$ cat src/hdl/adc_seq_pkg.sv
// Constants and carrier types for the converter sequencing block
//
// What this block does
// - The result is an unsigned 10-bit code from 000h to 3FFh, clamped at either reference.
// - The sample-and-hold window lasts between 2 and 32 converter clock periods.
// - The window length is chosen by the acquisition prescaler field of the control register.
// - The conversion phase lasts at least 10 converter clock periods.
// - Sampling starts two CPU clock periods after a start request.
// - The result register loads two CPU clock periods after conversion ends if tot_q stays below FFh; once tot_q saturates at FFh the load stalls.
// - The interrupt request rises two CPU clock periods after the completion flag sets.
// - Total conversion time is start delay plus window plus conversion plus load delay.
// - One full conversion takes no less than 500 ns.
// - The converter clock period never falls below 33.3 ns.
package adc_seq_pkg;
    localparam int unsigned RES_W         = 10;
    localparam logic [9:0]  RESULT_MIN    = 10'h000;
    localparam logic [9:0]  RESULT_MAX    = 10'h3FF;
    localparam int unsigned CLK_PERIOD_PS = 100000;
    localparam int unsigned ADC_MIN_PS    = 33300;
    localparam int unsigned TOTAL_MIN_NS  = 500;
    localparam int unsigned TOTAL_MIN_CYC = (TOTAL_MIN_NS * 1000 + CLK_PERIOD_PS - 1)
                                            / CLK_PERIOD_PS;
    localparam int unsigned SH_MIN_TAD    = 2;
    localparam int unsigned SH_MAX_TAD    = 32;
    localparam int unsigned CONV_TAD      = 10;
    localparam int unsigned SOC_DLY_CYC   = 2;
    localparam int unsigned EOC_DLY_CYC   = 2;
    localparam int unsigned INT_DLY_CYC   = 2;
    localparam int unsigned ACQ_W         = 4;
    localparam int unsigned CLKDIV_W      = 4;
    localparam logic [3:0]  ACQ_RESET     = 4'h0;
    localparam logic [3:0]  CLKDIV_RESET  = 4'h0;

    // Control register one: prescaler of converter clock and acquisition window
    typedef struct packed {
        logic [3:0] acquisition_window_prescaler;
        logic [3:0] adc_clk_div;
    } converter_control_one_t;

    // Front end pins: sample-and-hold and convert strobes
    typedef struct packed {
        logic sample;
        logic convert;
    } front_end_t;
endpackage

$ cat src/hdl/adc_tick_gen.sv
// Prescaled converter clock tick generator
`timescale 1ns/1ps
module adc_tick_gen #(
    parameter int unsigned DIV_W = 4
) (
    input  wire logic             sys_clk_in,
    input  wire logic             srst_in,
    input  wire logic             run_in,
    input  wire logic [DIV_W-1:0] div_in,
    output logic                  tick_out
);
    logic [DIV_W-1:0] cnt_q;
    logic [DIV_W-1:0] cnt_d;
    logic             tick_d;

    if (DIV_W < 1 || DIV_W > 8) begin : g_div_w_check
        $error("Divider width out of range");
    end

    // Divider value N gives one tick every N+1 system clocks.
    // Tick is decoded from the count: a registered tick would stretch each phase by a clock.
    always_comb begin
        cnt_d  = cnt_q;
        tick_d = 1'b0;
        if (!run_in) begin
            cnt_d = '0;
        end else if (cnt_q >= div_in) begin
            cnt_d  = '0;
            tick_d = 1'b1;
        end else begin
            cnt_d = cnt_q + 1'b1;
        end
    end

    always_ff @(posedge sys_clk_in) begin
        if (srst_in) begin
            cnt_q <= '0;
        end else begin
            cnt_q <= cnt_d;
        end
    end

    assign tick_out = tick_d;
endmodule

$ cat src/hdl/adc_conversion_sequencing.sv
// Sequencer for one 10-bit conversion: start delay, sample, convert, load, interrupt
`timescale 1ns/1ps
module adc_conversion_sequencing (
    input  wire logic                                      sys_clk_in,
    input  wire logic                                      srst_in,
    input  wire logic                                      soc_in,
    input  wire adc_seq_pkg::converter_control_one_t       ctrl_in,
    input  wire logic [9:0]                                raw_code_in,
    input  wire logic                                      below_low_ref_in,
    input  wire logic                                      above_high_ref_in,
    input  wire logic                                      flag_clr_in,
    output adc_seq_pkg::front_end_t                        front_end_out,
    output logic [9:0]                                     result_out,
    output logic                                           done_flag_out,
    output logic                                           irq_out,
    output logic                                           busy_out
);
    // 10 MHz clock: every divider setting gives >= 100 ns, above the 33.3 ns floor
    initial begin
        if (adc_seq_pkg::CLK_PERIOD_PS < adc_seq_pkg::ADC_MIN_PS) begin
            $error("System clock too fast for converter clock floor");
        end
    end

    typedef enum logic [4:0] {
        S_IDLE  = 5'b00001,
        S_START = 5'b00010,
        S_SAMP  = 5'b00100,
        S_CONV  = 5'b01000,
        S_LOAD  = 5'b10000
    } state_t;

    state_t     st_q;
    state_t     st_d;
    logic [5:0] cnt_q;
    logic [5:0] cnt_d;
    logic [5:0] sh_len;
    logic [7:0] tot_q;
    logic [7:0] tot_d;
    logic [3:0] div_q;
    logic [3:0] div_d;
    logic [3:0] acq_q;
    logic [3:0] acq_d;
    logic [9:0] res_q;
    logic [9:0] res_d;
    logic       flag_q;
    logic       flag_d;
    logic [2:0] irq_pipe_q;
    logic [2:0] irq_pipe_d;
    logic       soc_s1_q;
    logic       soc_s2_q;
    logic       soc_s3_q;
    logic       soc_rise;
    logic       tick;
    logic [9:0] clamped;

    adc_tick_gen #(
        .DIV_W (adc_seq_pkg::CLKDIV_W)
    ) u_tick (
        .sys_clk_in (sys_clk_in),
        .srst_in    (srst_in),
        .run_in     (st_q == S_SAMP || st_q == S_CONV),
        .div_in     (div_q),
        .tick_out   (tick)
    );

    // Window = 2 + 2*prescaler converter periods, spanning 2..32
    assign sh_len   = 6'(adc_seq_pkg::SH_MIN_TAD) + {1'b0, acq_q, 1'b0};
    assign soc_rise = soc_s2_q && !soc_s3_q;

    always_comb begin
        clamped = raw_code_in;
        if (below_low_ref_in) begin
            clamped = adc_seq_pkg::RESULT_MIN;
        end else if (above_high_ref_in) begin
            clamped = adc_seq_pkg::RESULT_MAX;
        end
    end

    ////////////////////////////////////////////////////////////////////////////
    always_comb begin
        st_d  = st_q;
        cnt_d = cnt_q;
        // Saturates at FFh, where the 8-bit tot_q + 8'h01 compare wraps to 0 and stalls the load
        tot_d = (st_q == S_IDLE) ? 8'h00 : ((tot_q == 8'hFF) ? tot_q : tot_q + 8'h01);
        div_d = div_q;
        acq_d = acq_q;
        res_d = res_q;
        unique case (st_q)
            S_IDLE: begin
                // Settings are latched per conversion so a mid-run write cannot tear it
                if (soc_rise) begin
                    st_d  = S_START;
                    cnt_d = 6'h01;
                    div_d = ctrl_in.adc_clk_div;
                    acq_d = ctrl_in.acquisition_window_prescaler;
                end
            end
            S_START: begin
                if (cnt_q >= 6'(adc_seq_pkg::SOC_DLY_CYC)) begin
                    st_d  = S_SAMP;
                    cnt_d = 6'h00;
                end else begin
                    cnt_d = cnt_q + 6'h01;
                end
            end
            S_SAMP: begin
                if (tick) begin
                    if (cnt_q + 6'h01 >= sh_len) begin
                        st_d  = S_CONV;
                        cnt_d = 6'h00;
                    end else begin
                        cnt_d = cnt_q + 6'h01;
                    end
                end
            end
            S_CONV: begin
                if (tick) begin
                    if (cnt_q + 6'h01 >= 6'(adc_seq_pkg::CONV_TAD)) begin
                        st_d  = S_LOAD;
                        cnt_d = 6'h01;
                    end else begin
                        cnt_d = cnt_q + 6'h01;
                    end
                end
            end
            S_LOAD: begin
                // Load delay elapses, then total is checked against 500 ns floor
                if (cnt_q >= 6'(adc_seq_pkg::EOC_DLY_CYC)
                    && tot_q + 8'h01 >= 8'(adc_seq_pkg::TOTAL_MIN_CYC)) begin
                    st_d  = S_IDLE;
                    res_d = clamped;
                end else if (cnt_q < 6'(adc_seq_pkg::EOC_DLY_CYC)) begin
                    cnt_d = cnt_q + 6'h01;
                end
            end
            default: begin
                st_d = S_IDLE;
            end
        endcase
    end

    always_ff @(posedge sys_clk_in) begin
        if (srst_in) begin
            st_q  <= S_IDLE;
            cnt_q <= 6'h00;
            tot_q <= 8'h00;
            div_q <= adc_seq_pkg::CLKDIV_RESET;
            acq_q <= adc_seq_pkg::ACQ_RESET;
            res_q <= adc_seq_pkg::RESULT_MIN;
        end else begin
            st_q  <= st_d;
            cnt_q <= cnt_d;
            tot_q <= tot_d;
            div_q <= div_d;
            acq_q <= acq_d;
            res_q <= res_d;
        end
    end

    ////////////////////////////////////////////////////////////////////////////
    // Start request comes from outside, so it is synchronised before edge detect
    always_ff @(posedge sys_clk_in) begin
        if (srst_in) begin
            soc_s1_q <= 1'b0;
            soc_s2_q <= 1'b0;
            soc_s3_q <= 1'b0;
        end else begin
            soc_s1_q <= soc_in;
            soc_s2_q <= soc_s1_q;
            soc_s3_q <= soc_s2_q;
        end
    end

    ////////////////////////////////////////////////////////////////////////////
    logic load_now;
    assign load_now = (st_q == S_LOAD) && (st_d == S_IDLE);

    always_comb begin
        flag_d = flag_q;
        if (flag_clr_in) begin
            flag_d = 1'b0;
        end
        if (load_now) begin
            flag_d = 1'b1;
        end
        // Flag rises with the first stage, so the request lands two clocks after it
        irq_pipe_d = {irq_pipe_q[1:0], load_now};
    end

    always_ff @(posedge sys_clk_in) begin
        if (srst_in) begin
            flag_q     <= 1'b0;
            irq_pipe_q <= 3'h0;
        end else begin
            flag_q     <= flag_d;
            irq_pipe_q <= irq_pipe_d;
        end
    end

    assign front_end_out.sample  = (st_q == S_SAMP);
    assign front_end_out.convert = (st_q == S_CONV);
    assign result_out            = res_q;
    assign done_flag_out         = flag_q;
    assign irq_out               = irq_pipe_q[2];
    assign busy_out              = (st_q != S_IDLE);

    ////////////////////////////////////////////////////////////////////////////
    logic [6:0] sh_cnt_q;
    always_ff @(posedge sys_clk_in) begin
        if (srst_in || st_q != S_SAMP) begin
            sh_cnt_q <= 7'h00;
        end else if (tick) begin
            sh_cnt_q <= sh_cnt_q + 7'h01;
        end
    end

    a_start_delay: assert property (@(posedge sys_clk_in) disable iff (srst_in)
        (st_q == S_IDLE && soc_rise) |=> (st_q == S_START) ##2 (st_q == S_SAMP))
        else $error("sampling did not start two cycles after request");
    a_window_max: assert property (@(posedge sys_clk_in) disable iff (srst_in)
        (st_q == S_SAMP) |-> (sh_cnt_q <= 7'h20))
        else $error("sample window exceeded 32 periods");
    a_window_min: assert property (@(posedge sys_clk_in) disable iff (srst_in)
        (st_q == S_SAMP && st_d == S_CONV) |-> (sh_cnt_q + 7'h01 == {1'b0, sh_len}))
        else $error("sample window length differs from prescaler");
    a_flag_load: assert property (@(posedge sys_clk_in) disable iff (srst_in)
        $rose(flag_q) |-> $past(load_now))
        else $error("flag set without result load");
    a_irq_delay: assert property (@(posedge sys_clk_in) disable iff (srst_in)
        $rose(flag_q) |-> ##2 irq_out)
        else $error("interrupt not two cycles after flag");
    a_ignore_busy: assert property (@(posedge sys_clk_in) disable iff (srst_in)
        ((st_q == S_SAMP || st_q == S_CONV || st_q == S_LOAD) && soc_rise)
        |=> (st_q != S_START && $stable(acq_q) && $stable(div_q)))
        else $error("start request taken during conversion");
    a_total_min: assert property (@(posedge sys_clk_in) disable iff (srst_in)
        load_now |-> (tot_q + 8'h01 >= 8'(adc_seq_pkg::TOTAL_MIN_CYC)))
        else $error("conversion shorter than 500 ns");
    a_result_range: assert property (@(posedge sys_clk_in) disable iff (srst_in)
        (load_now && above_high_ref_in && !below_low_ref_in) |=> (result_out == 10'h3FF))
        else $error("high input not clamped");
endmodule

$ cat config.mk
export PLATFORM = sky130hd
export DESIGN_NAME = adc_conversion_sequencing
export DESIGN_NICKNAME = d
export VERILOG_FILES = /design/src/hdl/adc_seq_pkg.sv /design/src/hdl/adc_tick_gen.sv /design/src/hdl/adc_conversion_sequencing.sv
export SDC_FILE = /design/constraint.sdc
export NUM_CORES = 1
export LEC_CHECK = 0
export BUFFER_PORTS_ARGS = -buffer_cell sky130_fd_sc_hd__buf_2
export CORE_MARGIN = 2
export CORE_UTILIZATION = 30
export CTS_BUF_LIST = sky130_fd_sc_hd__clkbuf_4
export DETAILED_ROUTE_END_ITERATION = 16
export PLACE_DENSITY = 0.47
export SETUP_SLACK_MARGIN = 0.3
export SLEW_MARGIN = 10
export SYNTH_ARGS = -nofsm -noshare
export SYNTH_HDL_FRONTEND = slang
export SYNTH_SLANG_ARGS = --single-unit
export TNS_END_PERCENT = 1
$ cat constraint.sdc
create_clock -name sys_clk_in -period 3.25 [get_ports sys_clk_in]
set_input_delay 0.325 -clock sys_clk_in [delete_from_list [all_inputs] [get_ports sys_clk_in]]
set_output_delay 0.325 -clock sys_clk_in [all_outputs]
set_load 0.02 [all_outputs]
== After elaboration in Yosys (flattened, before gate mapping) ==
Index checks and enable logic that the tools add are counted.

* Register bits after elaboration: 48
* Latch bits: 0
* Bits in writable memories: 0
* Memory bits (read-only): 0
* Output and inout port bits: 15
* Word-level logic and storage cells: 71
* Memories: 0

* $add $sub $neg: 4
* $mul: 0
* Div/mod/pow operators: 0
* $lt $le $gt $ge: 6
* Equal/unequal tests: 13
* Shifts and indexed selects: 0
* Muxes and demuxes: 23
* Bitwise logic cells: 1
* Reduce and logical (&&, ||, !) cells: 12

{| class="wikitable"
|+ Operators by type and width
! cell !! number
|-
| two-way mux 6 bit || 8
|-
| two-way mux 5 bit || 7
|-
| one-hot mux 6 bit (5 select lines) || 1
|-
| one-hot mux 5 bit (5 select lines) || 1
|-
| two-way mux 10 bit || 2
|-
| equality test 5 x 1 -> 1 bit (second input constant) || 2
|-
| adder 8 x 1 -> 8 bit (second input constant) || 1
|-
| equality test 8 bit (second input constant) || 1
|-
| greater-or-equal comparator 8 x 3 -> 1 bit (second input constant) || 1
|-
| adder 2 x 5 -> 6 bit (first input constant) || 1
|-
| adder 6 x 1 -> 6 bit (second input constant) || 1
|-
| greater-or-equal comparator 6 x 2 -> 1 bit (second input constant) || 1
|-
| greater-or-equal comparator 6 x 4 -> 1 bit (second input constant) || 1
|-
| greater-or-equal comparator 6 bit || 1
|-
| less-than comparator 6 x 2 -> 1 bit (second input constant) || 1
|-
| inequality test 2 bit (second input constant) || 3
|-
| AND reduction 6 bit || 1
|-
| equality test 5 x 2 -> 1 bit (second input constant) || 1
|-
| equality test 5 x 3 -> 1 bit (second input constant) || 1
|-
| equality test 5 x 4 -> 1 bit (second input constant) || 1
|-
| equality test 5 bit (second input constant) || 1
|-
| inequality test 5 x 1 -> 1 bit (second input constant) || 1
|-
| nonzero test 5 bit || 1
|-
| adder 4 x 1 -> 4 bit (second input constant) || 1
|-
| other kinds (11) || 18
|}

== Longest topological paths before layout ==
Gate-level depths: netlist of run 1.

* Word-level depth: 8
* Mapped depth: 10
* Gate-level depth less buffers: 10

== Cells and area by module ==
Synthesis of run 1 repeated with hierarchy kept, for this count alone.

* Cells, all modules: 310
* Area, all modules: 2711.4 um^2

{| class="wikitable"
|+ Modules (own cells, without submodules)
! module !! times used !! cells an instance !! area an instance (um^2) !! sequential area each (um^2)
|-
| adc_conversion_sequencing || 1 || 283 || 2459.9 || 880.8
|-
| adc_tick_gen || 1 || 27 || 251.5 || 80.1
|}

== Worst setup path before layout of run 1 ==
OpenSTA, ideal clock, no wires.

* Path type: reg2reg
* From: reg tot_q[0]
* To: reg cnt_q[4]
* Library setup time: 0.068 ns
* Arrival time: 2.260 ns
* Data required time: 3.182 ns
* Path slack: 0.923 ns
* Cell stages (with the launch flop): 10
* Clock period less this slack: 2.327 ns
* Cells stage by stage: dfxtp_1 > ha_1 > and3_1 > nand4_1 > a211oi_2 > a211oi_2 > or3_1 > buf_2 > a211o_1 > a21oi_2

* Word-level cells in the longest chain between the ends: 5

{| class="wikitable"
|+ Ends and longest elaborated chain
! what !! RTL line !! text
|-
| from (decl) || adc_conversion_sequencing.sv:38 || <nowiki>logic [7:0] tot_q;</nowiki>
|-
| from (signal assigned) || adc_conversion_sequencing.sv:154 || <nowiki>tot_q <= tot_d;</nowiki>
|-
| adder 8 x 1 -> 8 bit || adc_conversion_sequencing.sv:130 || <nowiki>&& tot_q + 8'h01 >= 8'(adc_seq_pkg::TOTAL_MIN_CYC)) begin</nowiki>
|-
| greater-or-equal comparator 8 x 3 -> 1 bit || adc_conversion_sequencing.sv:130 ||
|-
| logical AND 1 bit || adc_conversion_sequencing.sv:130 ||
|-
| inequality test 2 bit (no line) || - ||
|-
| AND reduction 6 bit (no line) || - ||
|-
| to (signal assigned) || adc_conversion_sequencing.sv:153 || <nowiki>cnt_q <= cnt_d;</nowiki>
|-
| to (decl) || adc_conversion_sequencing.sv:35 || <nowiki>logic [5:0] cnt_q;</nowiki>
|}

Every way passes these cells.
A chain may end at the register's enable or synchronous reset.

== Worst setup path in the final report of run 1 ==
Ends and elaborated chain as after synthesis.

==> results of run 1 <==
## cell usage after synthesis (3+ instances only)
cell type,instances
nor3_1,5
or3_1,7
mux2i_1,18
nand3_1,15
nand2b_1,6
a31oi_1,7
clkbuf_1,6
buf_2,3
nand2_1,14
nor2_1,57
nor2b_1,7
inv_1,16
a21oi_1,19
xnor2_1,9
o21ai_0,7
and3_1,6
dfxtp_1,48
ha_1,13
o21a_1,3
xor2_1,6
## worst max path at each step
stage | slack, ps | start | to | cells after the start
global placement | 710 | tot_q[0] | cnt_q[4] | 8
CTS | 620 | tot_q[0] | cnt_q[4] | 8
global route | 400 | tot_q[0] | cnt_q[4] | 8
floorplan | 920 | tot_q[0] | cnt_q[4] | 9
detailed placement | 680 | tot_q[0] | cnt_q[4] | 8
finish | 660 | tot_q[0] | cnt_q[4] | 8
## worst max-delay path: stages, from the launching register on
cell and delay, ps:
dfxtp_1 440, ha_1 280, and3_1 210, nand4_1 140
a211oi_2 310, a211oi_2 170, or3_1 540, a211o_1 330
a21oi_2 100
## layout make-up
cell class / instances / area [um^2]
Fill cell: 890 / 5314
Multi-Input combinational cell: 232 / 1476
Sequential cell: 48 / 960.9
Timing Repair Buffer: 40 / 205.2
Tap cell: 105 / 131.4
Clock inverter: 3 / 68.82
Inverter: 17 / 63.81
Clock buffer: 5 / 37.54
## sequential cells by signal, summed over array words and instances (netlist names)
signal	count
st_q	5
soc_s3_q	1
u_tick.cnt_q	4
done_flag_out	1
div_q	4
tot_q	8
cnt_q	6
soc_s2_q	1
acq_q	4
irq_pipe_q	3
result_out	10
soc_s1_q	1
## layer usage
layer | up-vias | global-route usage, % | share of wire, %
met5 | - | 0 | 0
met4 | 0 | 2.925 | 1.1
met1 | 1003 | 16.15 | 50
met2 | 32 | 19.82 | 46
met3 | 5 | 2.601 | 2.9
li1 | 1139 | - | -
## logic make-up (layout without fill, tap and decap cells)
| logic type | count (synthesis) | in the layout | synth area share (%) |
|---|---|---|---|
| muxes | 18 | 18 | 7.004 |
| and+or+nand+nor | 132 | 132 | 25.39 |
| xor gates and xnor gates | 15 | 15 | 5.107 |
| adders and majority gates | 13 | 13 | 6.323 |
| DFF | 48 | 48 | 37.35 |
| AOI/OAI and AO/OA | 54 | 54 | 13.57 |
| buffers and inverters | 30 | 65 | 5.253 |
## metrics by stage
| step | area (um^2) | std cells | util [%] | power [W] | setup slack [ps] |
|---|---|---|---|---|---|
| 4_1_cts | 2944 | 450 | 35.65 | 0.001144 | 624.5 |
| 2_1_floorplan | 2572 | 310 | - | 0.0006597 | 922.9 |
| 3_3_place_gp | 2838 | 442 | 34.36 | 0.0006835 | 714.0 |
| 5_1_grt | 2944 | 450 | 35.65 | 0.001179 | 400.0 |
| 3_5_place_dp | 2838 | 442 | 34.36 | 0.0006845 | 684.7 |
| 6_report | 2944 | 450 | 35.65 | 0.001123 | 658.2 |
## power by group through the flow
stage	combinational [W]	clock (W)	sequential (W)
final	0.0000692	0.000452	0.000601
after global routing	0.0000791	0.000497	0.000603
after CTS	0.0000706	0.000471	0.000602
after detailed placement	0.0000703	0	0.000614
after global placement	0.0000697	0	0.000614
after floorplan	0.0000474	0	0.000612
==> flow_metrics.py, run 1 <==
metrics = {
    "pwr": {
        "comb_power_share_pct": 6.2,
        "clkPwrFrac_pct": 40.3,
        "ir_worst_vdd_uv": 207.0,
        "intPower_w": 0.0008683,
        "leakage_nw": 1.222,
        "seq_power_share_pct": 53.6,
        "powerDensity_nw_per_um2": 381.4,
        "switching_share_pct": 22.66,
        "p_switching_w": 0.0002544,
    },
    "floorplan": {
        "die_h_um": 96.60,
        "die_w_um": 96.60,
        "rows": 33,
        "io_pins": 39,
        "design.die.area_um2": 9332,
        "placeableCoreArea_um2": 8258,
        "start_util_pct": 31.15,
    },
    "setup_path": {
        "rr_startpoint": "tot_q[0]",
        "cp_data_arrival_time_ps": 2900,
        "end_kind": "register",
        "critPathMaxFanout": 8,
        "reg2reg_to": "cnt_q[4]",
        "r2r_cells": 8,
        "start_kind": "register",
        "critical_path_class": "reg2reg",
        "cp_data_required_time_ps": 3550,
        "reg2reg_slack_ps": 660,
    },
    "sta": {
        "clock_skew_ps": 13.12,
        "period_needed_ps": 2592,
        "fin_crit_sh_pct": 79.75,
        "slew_viol_final": 0,
        "rsz0062_at_grt": "false",
        "fin_tns_setup_ps": 0,
        "hold_viol": 0,
        "maxSlewHeadroom_pct": 54.75,
        "fmax_mhz": 385.8,
        "tightest_slew_ps": 678.8,
        "timing.hold.ws_ps": 157.5,
        "setup_viol": 0,
    },
    "clock_network": {
        "cts.clk_slew.worst_paths_ps": 150,
        "cts_root_buffer": "clkbuf_4",
        "cts_resized": 0,
        "hold_buffers": 0,
        "htree_levels": 2,
        "postCtsSetupBuffers": 0,
        "worstSkewPairLatency_ps": 370,
        "cts_tree": "yes",
        "cts_sinks": 48,
        "cts_buffers": 5,
        "clockBufferDepth": 2,
    },
    "routing": {
        "num_vias": 2179,
        "drtIter0Drc": 85,
        "drc_errors": 0,
        "first_pass_iters": 4,
        "routed_wl_mm": 5.486,
        "wl_per_cell_um": 12.19,
        "ant_nets": 0,
        "vias_per_cell": 4.842,
    },
    "placement": {
        "portBuffers": 38,
        "place.gp.congestion": 0.7539,
        "place_hpwl_mm": 4.104,
    },
    "status": {
        "outcome": "finished, final reports clean",
    },
    "worst_hold_path": {
        "min-delay-start": "soc_in",
        "hold_end": "soc_s1_q",
        "hold_path.class": "in2reg",
        "holdPathStages": 2,
    },
    "final_layout": {
        "mostFrequentLayoutCell": "nor2_1",
        "nets": 381,
        "diodes": 0,
        "drive_gt1_share_pct": 15.94,
        "mostFrequentLayoutCells": "57 x nor2_1, 48 x dfxtp_1, 38 x buf_2, 19 x a21oi_1, 18 x mux2i_1",
        "syn_to_final_growth_pct": 14.45,
    },
    "yosys": {
        "ys_async_sr_fraction_pct": 0,
        "syn_avg_cell_area_um2": 8.298,
        "ys_ff_latch": 48,
        "yosys_warnings": 0,
        "ys_seq_area_share_pct": 37.35,
        "synth_top_area_share_pct": 37.35,
        "postSynthCellCount": 310,
        "yosys.area.top_type": "dfxtp_1",
        "syn_nets": 347,
        "synth_area_leaders": "dfxtp_1 37%, nor2_1 8.3%, mux2i_1 7.0%, ha_1 6.3%, a21oi_1 3.7%",
        "syn_area_um2": 2572,
        "synth-edff-count": 0,
        "ys.flop_type": "dfxtp_1",
        "ys_types": 50,
    },
    "global_routing": {
        "antenna_found_initial": 0,
        "grt.overflow.total": 0,
        "grt_util_all_layers_pct": 12.05,
        "grt_pass1_wl_mm": 9.542,
        "grt_pass1_vias": 2030,
        "grt_max_degree": 37,
    },
    "run": {
        "maxCapViolCount": 0,
    },
}
No activity file was read; power rests on OpenSTA's default activity.
==> run 2: changes to the inputs <==
--- a/config.mk
+++ b/config.mk
@@ -5,12 +5,13 @@
 export SDC_FILE = /design/constraint.sdc
 export NUM_CORES = 1
 export LEC_CHECK = 0
+export ABC_AREA = 1
 export BUFFER_PORTS_ARGS = -buffer_cell sky130_fd_sc_hd__buf_2
 export CORE_MARGIN = 2
 export CORE_UTILIZATION = 30
 export CTS_BUF_LIST = sky130_fd_sc_hd__clkbuf_4
 export DETAILED_ROUTE_END_ITERATION = 16
-export PLACE_DENSITY = 0.47
+export PLACE_DENSITY = 0.49
 export SETUP_SLACK_MARGIN = 0.3
 export SLEW_MARGIN = 10
 export SYNTH_ARGS = -nofsm -noshare
==> constraint.sdc (replaced) <==
create_clock -name sys_clk_in -period 2.28 [get_ports sys_clk_in]
set_input_delay 0.228 -clock sys_clk_in [delete_from_list [all_inputs] [get_ports sys_clk_in]]
set_output_delay 0.228 -clock sys_clk_in [all_outputs]
set_load 0.02 [all_outputs]
==> flow_metrics.py, run 2 <==
metrics = {
    "status": {
        "outcome": "finished, final reports clean",
    },
    "setup_path": {
        "cp_data_arrival_time_ps": 2280,
        "cp_data_required_time_ps": 2570,
        "critPathMaxStageDelay_ps": 380,
        "slowest_stage": "dfxtp_4",
        "reg2reg_slack_ps": 280,
        "cpMostUsedCell": "nand3_1",
        "r2r_cells": 13,
        "worstSetupStartpoint": "cnt_q[0]",
        "reg2reg_to": "cnt_q[0]",
        "rr_startpoint": "cnt_q[0]",
        "worstPathCellList": "ha_2 > xnor2_2 > inv_2 > ha_1 > nand2_1 > o21ai_1 > nand3_1 > nand2_2 > nand2_4 > nand3_1 > nand3_2 > nor2_2 > nor2_1",
        "critPathMaxFanout": 8,
        "start_kind": "register",
        "crit_path_end": "cnt_q[0]",
        "end_kind": "register",
        "critical_path_class": "reg2reg",
    },
    "yosys": {
        "yosys_warnings": 0,
        "synth-edff-count": 0,
        "ys_ff_latch": 48,
        "synth.most_common_cell": "nor2_1",
        "synth_top_area_share_pct": 36.92,
        "syn_area_um2": 2602,
        "postSynthCellCount": 375,
        "syn_avg_cell_area_um2": 6.940,
        "syn_nets": 412,
        "ys_types": 34,
        "synthTopCellsByCount": "63 x nor2_1, 55 x nand2_1, 52 x inv_1",
        "ys_async_sr_fraction_pct": 0,
        "yosys.area.top_type": "dfxtp_1",
        "synth_area_leaders": "dfxtp_1 37%, nor2_1 9.1%, nand2_1 7.9%, inv_1 7.5%, ha_1 6.3%",
        "ys.flop_type": "dfxtp_1",
        "ys_seq_area_share_pct": 36.92,
    },
    "final_layout": {
        "syn_to_final_growth_pct": 17.93,
        "multi_input_area_um2": 1449,
        "fillers": 900,
        "largest_register_ffs": 10,
        "nets": 457,
        "mostFrequentLayoutCells": "61 x nor2_1, 53 x nand2_1, 50 x inv_1, 44 x dfxtp_1, 38 x buf_2",
        "stdcell_count": 526,
        "fin_area_um2": 3069,
        "drive_gt1_share_pct": 21.62,
        "mostFrequentLayoutCell": "nor2_1",
        "seqCellArea_um2": 970.9,
        "diodes": 0,
    },
    "global_routing": {
        "grt_max_degree": 23,
        "antenna_found_initial": 0,
        "grt_pass1_wl_mm": 10.10,
        "grt.overflow.total": 0,
        "grt_pass1_vias": 2282,
        "grt_util_all_layers_pct": 12.65,
    },
    "sta": {
        "maxSlewHeadroom_pct": 63.24,
        "rsz0062_at_grt": "true",
        "period_needed_ps": 1996,
        "setup_ws_ps": 284.1,
        "fin_tns_setup_ps": 0,
        "hold_viol": 0,
        "setup_viol": 0,
        "clock_skew_ps": 12.06,
        "slew_viol_final": 0,
        "fmax_mhz": 501.0,
        "fin_crit_sh_pct": 87.54,
        "tightest_slew_ps": 550.7,
    },
    "routing": {
        "first_pass_iters": 4,
        "num_vias": 2462,
        "drtIter0Drc": 95,
        "wl_per_cell_um": 11.60,
        "vias_per_cell": 4.681,
        "ant_nets": 0,
        "routed_wl_mm": 6.103,
        "drc_errors": 0,
    },
    "floorplan": {
        "design.die.area_um2": 9436,
        "io_pins": 39,
        "rows": 33,
        "start_util_pct": 31.36,
        "die_w_um": 97.14,
        "placeableCoreArea_um2": 8299,
        "die_h_um": 97.14,
    },
    "clock_network": {
        "cts_buffers": 5,
        "clockBufferDepth": 2,
        "htree_levels": 2,
        "cts_sinks": 48,
        "worstSkewPairLatency_ps": 370,
        "cts_root_buffer": "clkbuf_4",
        "cts.clk_slew.worst_paths_ps": 150,
        "cts_tree": "yes",
        "hold_buffers": 0,
    },
    "pwr": {
        "ir_worst_vdd_uv": 263.4,
        "leakage_nw": 1.416,
        "powerDensity_nw_per_um2": 535.1,
        "p_total_w": 0.001642,
    },
    "placement": {
        "portBuffers": 38,
        "dp_slack_ps": 134.4,
        "place_hpwl_mm": 4.333,
        "post_dp_cell_area_um2": 2907,
        "place.gp.congestion": 0.8628,
        "dp_cells": 513,
    },
    "worst_hold_path": {
        "hold_path.class": "in2reg",
        "min-delay-start": "soc_in",
    },
    "run": {
        "maxCapViolCount": 0,
    },
}
-- run 2: changes by cell type after synthesis, sizes merged, moves of 7 or more --
cell | before | now
nor2 | 57 | 69
a31oi | 7 | 0
inv | 17 | 56
nand3 | 15 | 35
or3 | 7 | 0
nand2 | 14 | 60
o21ai | 7 | 36
mux2i | 18 | 0
nor2b | 7 | 0
nand4 | 1 | 10
-- run 2: stage by stage --
stage               util [%]  hold WS, ps
finish                 36.98        55.94
global route           36.98        38.83
CTS                    36.32        40.00
detailed placement     35.02        395.7
global placement       35.02        388.5
floorplan                  -        335.0
-- run 2: layout make-up --
| type | count | share of cell area [%] |
|---|---|---|
| Multi-Input combinational cell | 263 | 47.21 |
| Sequential cell | 48 | 31.63 |
| Timing Repair Buffer | 45 | 7.909 |
| Inverter | 57 | 7.134 |
| Tap cell | 105 | 4.280 |
| Clock buffer | 6 | 1.468 |
| Clock inverter | 2 | 0.3669 |
-- run 2: worst min-delay path by stage --
| stage | to | slack, ps | cells after the start |
|---|---|---|---|
| 5_1_grt | soc_s1_q | 40 | 3 |
| 2_1_floorplan | soc_s1_q | 330 | 2 |
| 3_3_place_gp | soc_s2_q | 390 | 2 |
| 6_report | soc_s1_q | 60 | 3 |
| 4_1_cts | soc_s1_q | 40 | 3 |
| 3_5_place_dp | soc_s2_q | 400 | 2 |
-- run 2: critical path, delay by kind of cell, from the launching register on --
family,cells,cell delay [ps]
compound gates,1,120
xor+xnor,1,160
fa+ha+maj,2,490
buf+inv,1,70
flops,1,380
simple gates,8,690
-- run 2: repair_timing --
item	4_1_cts	5_1_grt
resized for setup	9	12
pin swaps	1	3
setup endpoints to repair	8	20
buffers inserted	3	1
cloned	0	1
hold endpoints to repair	0	0
-- run 2: power by group --
group | switching, W | total (W) | leakage [nW] | internal (W)
logic | 0.000203 | 0.000334 | 0.996 | 0.000131
registers | 0.0000238 | 0.000888 | 0.391 | 0.000864
clock network | 0.000291 | 0.000421 | 0.0293 | 0.000130
total | 0.000518 | 0.00164 | 1.42 | 0.00112
-- run 2: per-layer routing --
layer | share of wire, % | vias up | GRT usage, %
met1 | 51 | 1099 | 17.66
li1 | - | 1302 | -
met5 | 0 | - | 0
met2 | 42 | 52 | 19.28
met3 | 4.6 | 9 | 2.590
met4 | 1.6 | 0 | 4.550
-- run 2: kinds of logic (layout without fill, tap and decap cells) --
logic type               after synthesis  count (layout)  synth area share, %
AO/OA/AOI/OAI                         64              64                13.13
XOR/XNOR                               6               6                2.020
adder cells (fa/ha/maj)               13              13                6.250
buffers and inverters                 65             110                10.14
flip-flops                            48              48                36.92
AND/OR/NAND/NOR                      179             180                31.54
==> run 3: changes to the inputs <==
--- a/config.mk
+++ b/config.mk
@@ -8,10 +8,10 @@
 export ABC_AREA = 1
 export BUFFER_PORTS_ARGS = -buffer_cell sky130_fd_sc_hd__buf_2
 export CORE_MARGIN = 2
-export CORE_UTILIZATION = 30
+export CORE_UTILIZATION = 53
 export CTS_BUF_LIST = sky130_fd_sc_hd__clkbuf_4
 export DETAILED_ROUTE_END_ITERATION = 16
-export PLACE_DENSITY = 0.49
+export PLACE_DENSITY = 0.78
 export SETUP_SLACK_MARGIN = 0.3
 export SLEW_MARGIN = 10
 export SYNTH_ARGS = -nofsm -noshare
==> flow_metrics.py, run 3 (synthesis gave the netlist of run 2 again) <==
metrics = {
    "setup_path": {
        "r2r_cells": 12,
        "cp_data_arrival_time_ps": 2210,
        "critical_path_class": "reg2reg",
        "cp_data_required_time_ps": 2560,
        "critPathMaxFanout": 8,
        "end_kind": "register",
        "start_kind": "register",
    },
    "final_layout": {
        "largest_register_ffs": 10,
        "mostFrequentLayoutCell": "nor2_1",
        "diodes": 0,
        "stdcell_count": 492,
        "nets": 461,
        "mostFrequentLayoutCells": "62 x nor2_1, 54 x nand2_1, 50 x inv_1, 44 x dfxtp_1, 38 x buf_2",
        "drive_gt1_share_pct": 21.65,
        "syn_to_final_growth_pct": 18.70,
    },
    "placement": {
        "dp_cells": 474,
        "place.gp.congestion": 0.8968,
        "dp_slack_ps": 157.2,
        "place_hpwl_mm": 4.079,
        "portBuffers": 38,
    },
    "global_routing": {
        "grt_pass1_wl_mm": 9.363,
        "grt_util_all_layers_pct": 21.78,
        "grt_max_degree": 23,
        "grt_pass1_vias": 2138,
        "grt.overflow.total": 0,
        "antenna_found_initial": 0,
    },
    "sta": {
        "hold_viol": 0,
        "timing.hold.ws_ps": 50.52,
        "slew_viol_final": 0,
        "period_needed_ps": 1937,
        "fin_crit_sh_pct": 84.94,
        "tightest_slew_ps": 545.3,
        "clock_skew_ps": 17.28,
        "fmax_mhz": 516.4,
        "setup_ws_ps": 343.5,
        "fin_tns_setup_ps": 0,
        "setup_viol": 0,
        "rsz0062_at_grt": "true",
        "maxSlewHeadroom_pct": 63.61,
    },
    "routing": {
        "routed_wl_mm": 5.871,
        "first_pass_iters": 4,
        "ant_nets": 0,
        "drtIter0Drc": 165,
        "num_vias": 2527,
        "wl_per_cell_um": 11.93,
        "vias_per_cell": 5.136,
        "drc_errors": 0,
    },
    "clock_network": {
        "cts_tree": "yes",
        "cts.clk_slew.worst_paths_ps": 150,
        "clockBufferDepth": 2,
        "cts_sinks": 48,
        "cts_buffers": 5,
        "worstSkewPairLatency_ps": 380,
        "hold_buffers": 0,
        "htree_levels": 2,
        "cts_root_buffer": "clkbuf_4",
    },
    "floorplan": {
        "die_h_um": 74.08,
        "start_util_pct": 55.10,
        "die_w_um": 74.08,
        "design.die.area_um2": 5487,
        "rows": 25,
        "io_pins": 39,
        "placeableCoreArea_um2": 4723,
    },
    "pwr": {
        "leakage_nw": 1.438,
        "p_total_w": 0.001744,
        "powerDensity_nw_per_um2": 564.7,
        "ir_worst_vdd_uv": 441.4,
    },
    "status": {
        "outcome": "finished, final reports clean",
    },
    "run": {
        "maxCapViolCount": 0,
    },
    "worst_hold_path": {
        "hold_path.class": "in2reg",
        "holdPathStages": 3,
    },
}
[run 3: repair_timing]
action	in CTS	in global routing
pin swaps	1	9
endpoints found under the setup margin	8	18
buffers inserted	3	6
resized for setup	10	13
gates cloned	0	1
[run 3: worst paths after layout]
path / startpoint / end / slack [ps]
min: soc_in / soc_s1_q / 50
max: cnt_q[0] / cnt_q[4] / 340
min reg2reg: irq_pipe_q[0] / irq_pipe_q[1] / 420
max reg2reg: cnt_q[0] / cnt_q[4] / 340
[run 3: power breakdown]
group / internal [W] / total, W / switching, W
registers: 0.000864 / 0.000893 / 0.0000288
logic: 0.000136 / 0.000340 / 0.000205
clock network: 0.000229 / 0.000511 / 0.000282
[run 3: critical path, cell delays in order, from the launching register on]
cell and delay [ps]:
dfxtp_4 430, clkinvlp_4 150, ha_4 240, ha_1 270
a21boi_1 60, o21ai_1 130, nand3_1 90, nand2_2 80
nand2_4 80, nand3_1 80, o21ai_1 70, nor2_1 110
nor2_1 50
[run 3: per-layer routing]
layer  global-route usage [%]  part of all wire (%)
met4                    8.283                   1.4
met3                    4.607                   6.1
met5                        0                     0
met2                    34.33                    47
met1                    29.39                    46
[run 3: metrics by stage]
step / utilization, % / cell area, um^2
4_1_cts: 63.21 / 2985
6_report: 65.40 / 3089
3_5_place_dp: 60.37 / 2851
5_1_grt: 65.40 / 3089
3_3_place_gp: 60.37 / 2851
2_1_floorplan: - / 2610
[run 3: cell type report]
cell class,count,area [um^2]
fill,434,1634
multi-input combinational,263,1455
sequential,48,970.9
timing repair buffer,49,276.5
inverter,57,222.7
tap,67,83.83
clock inverter,3,42.54
clock buffer,5,37.54
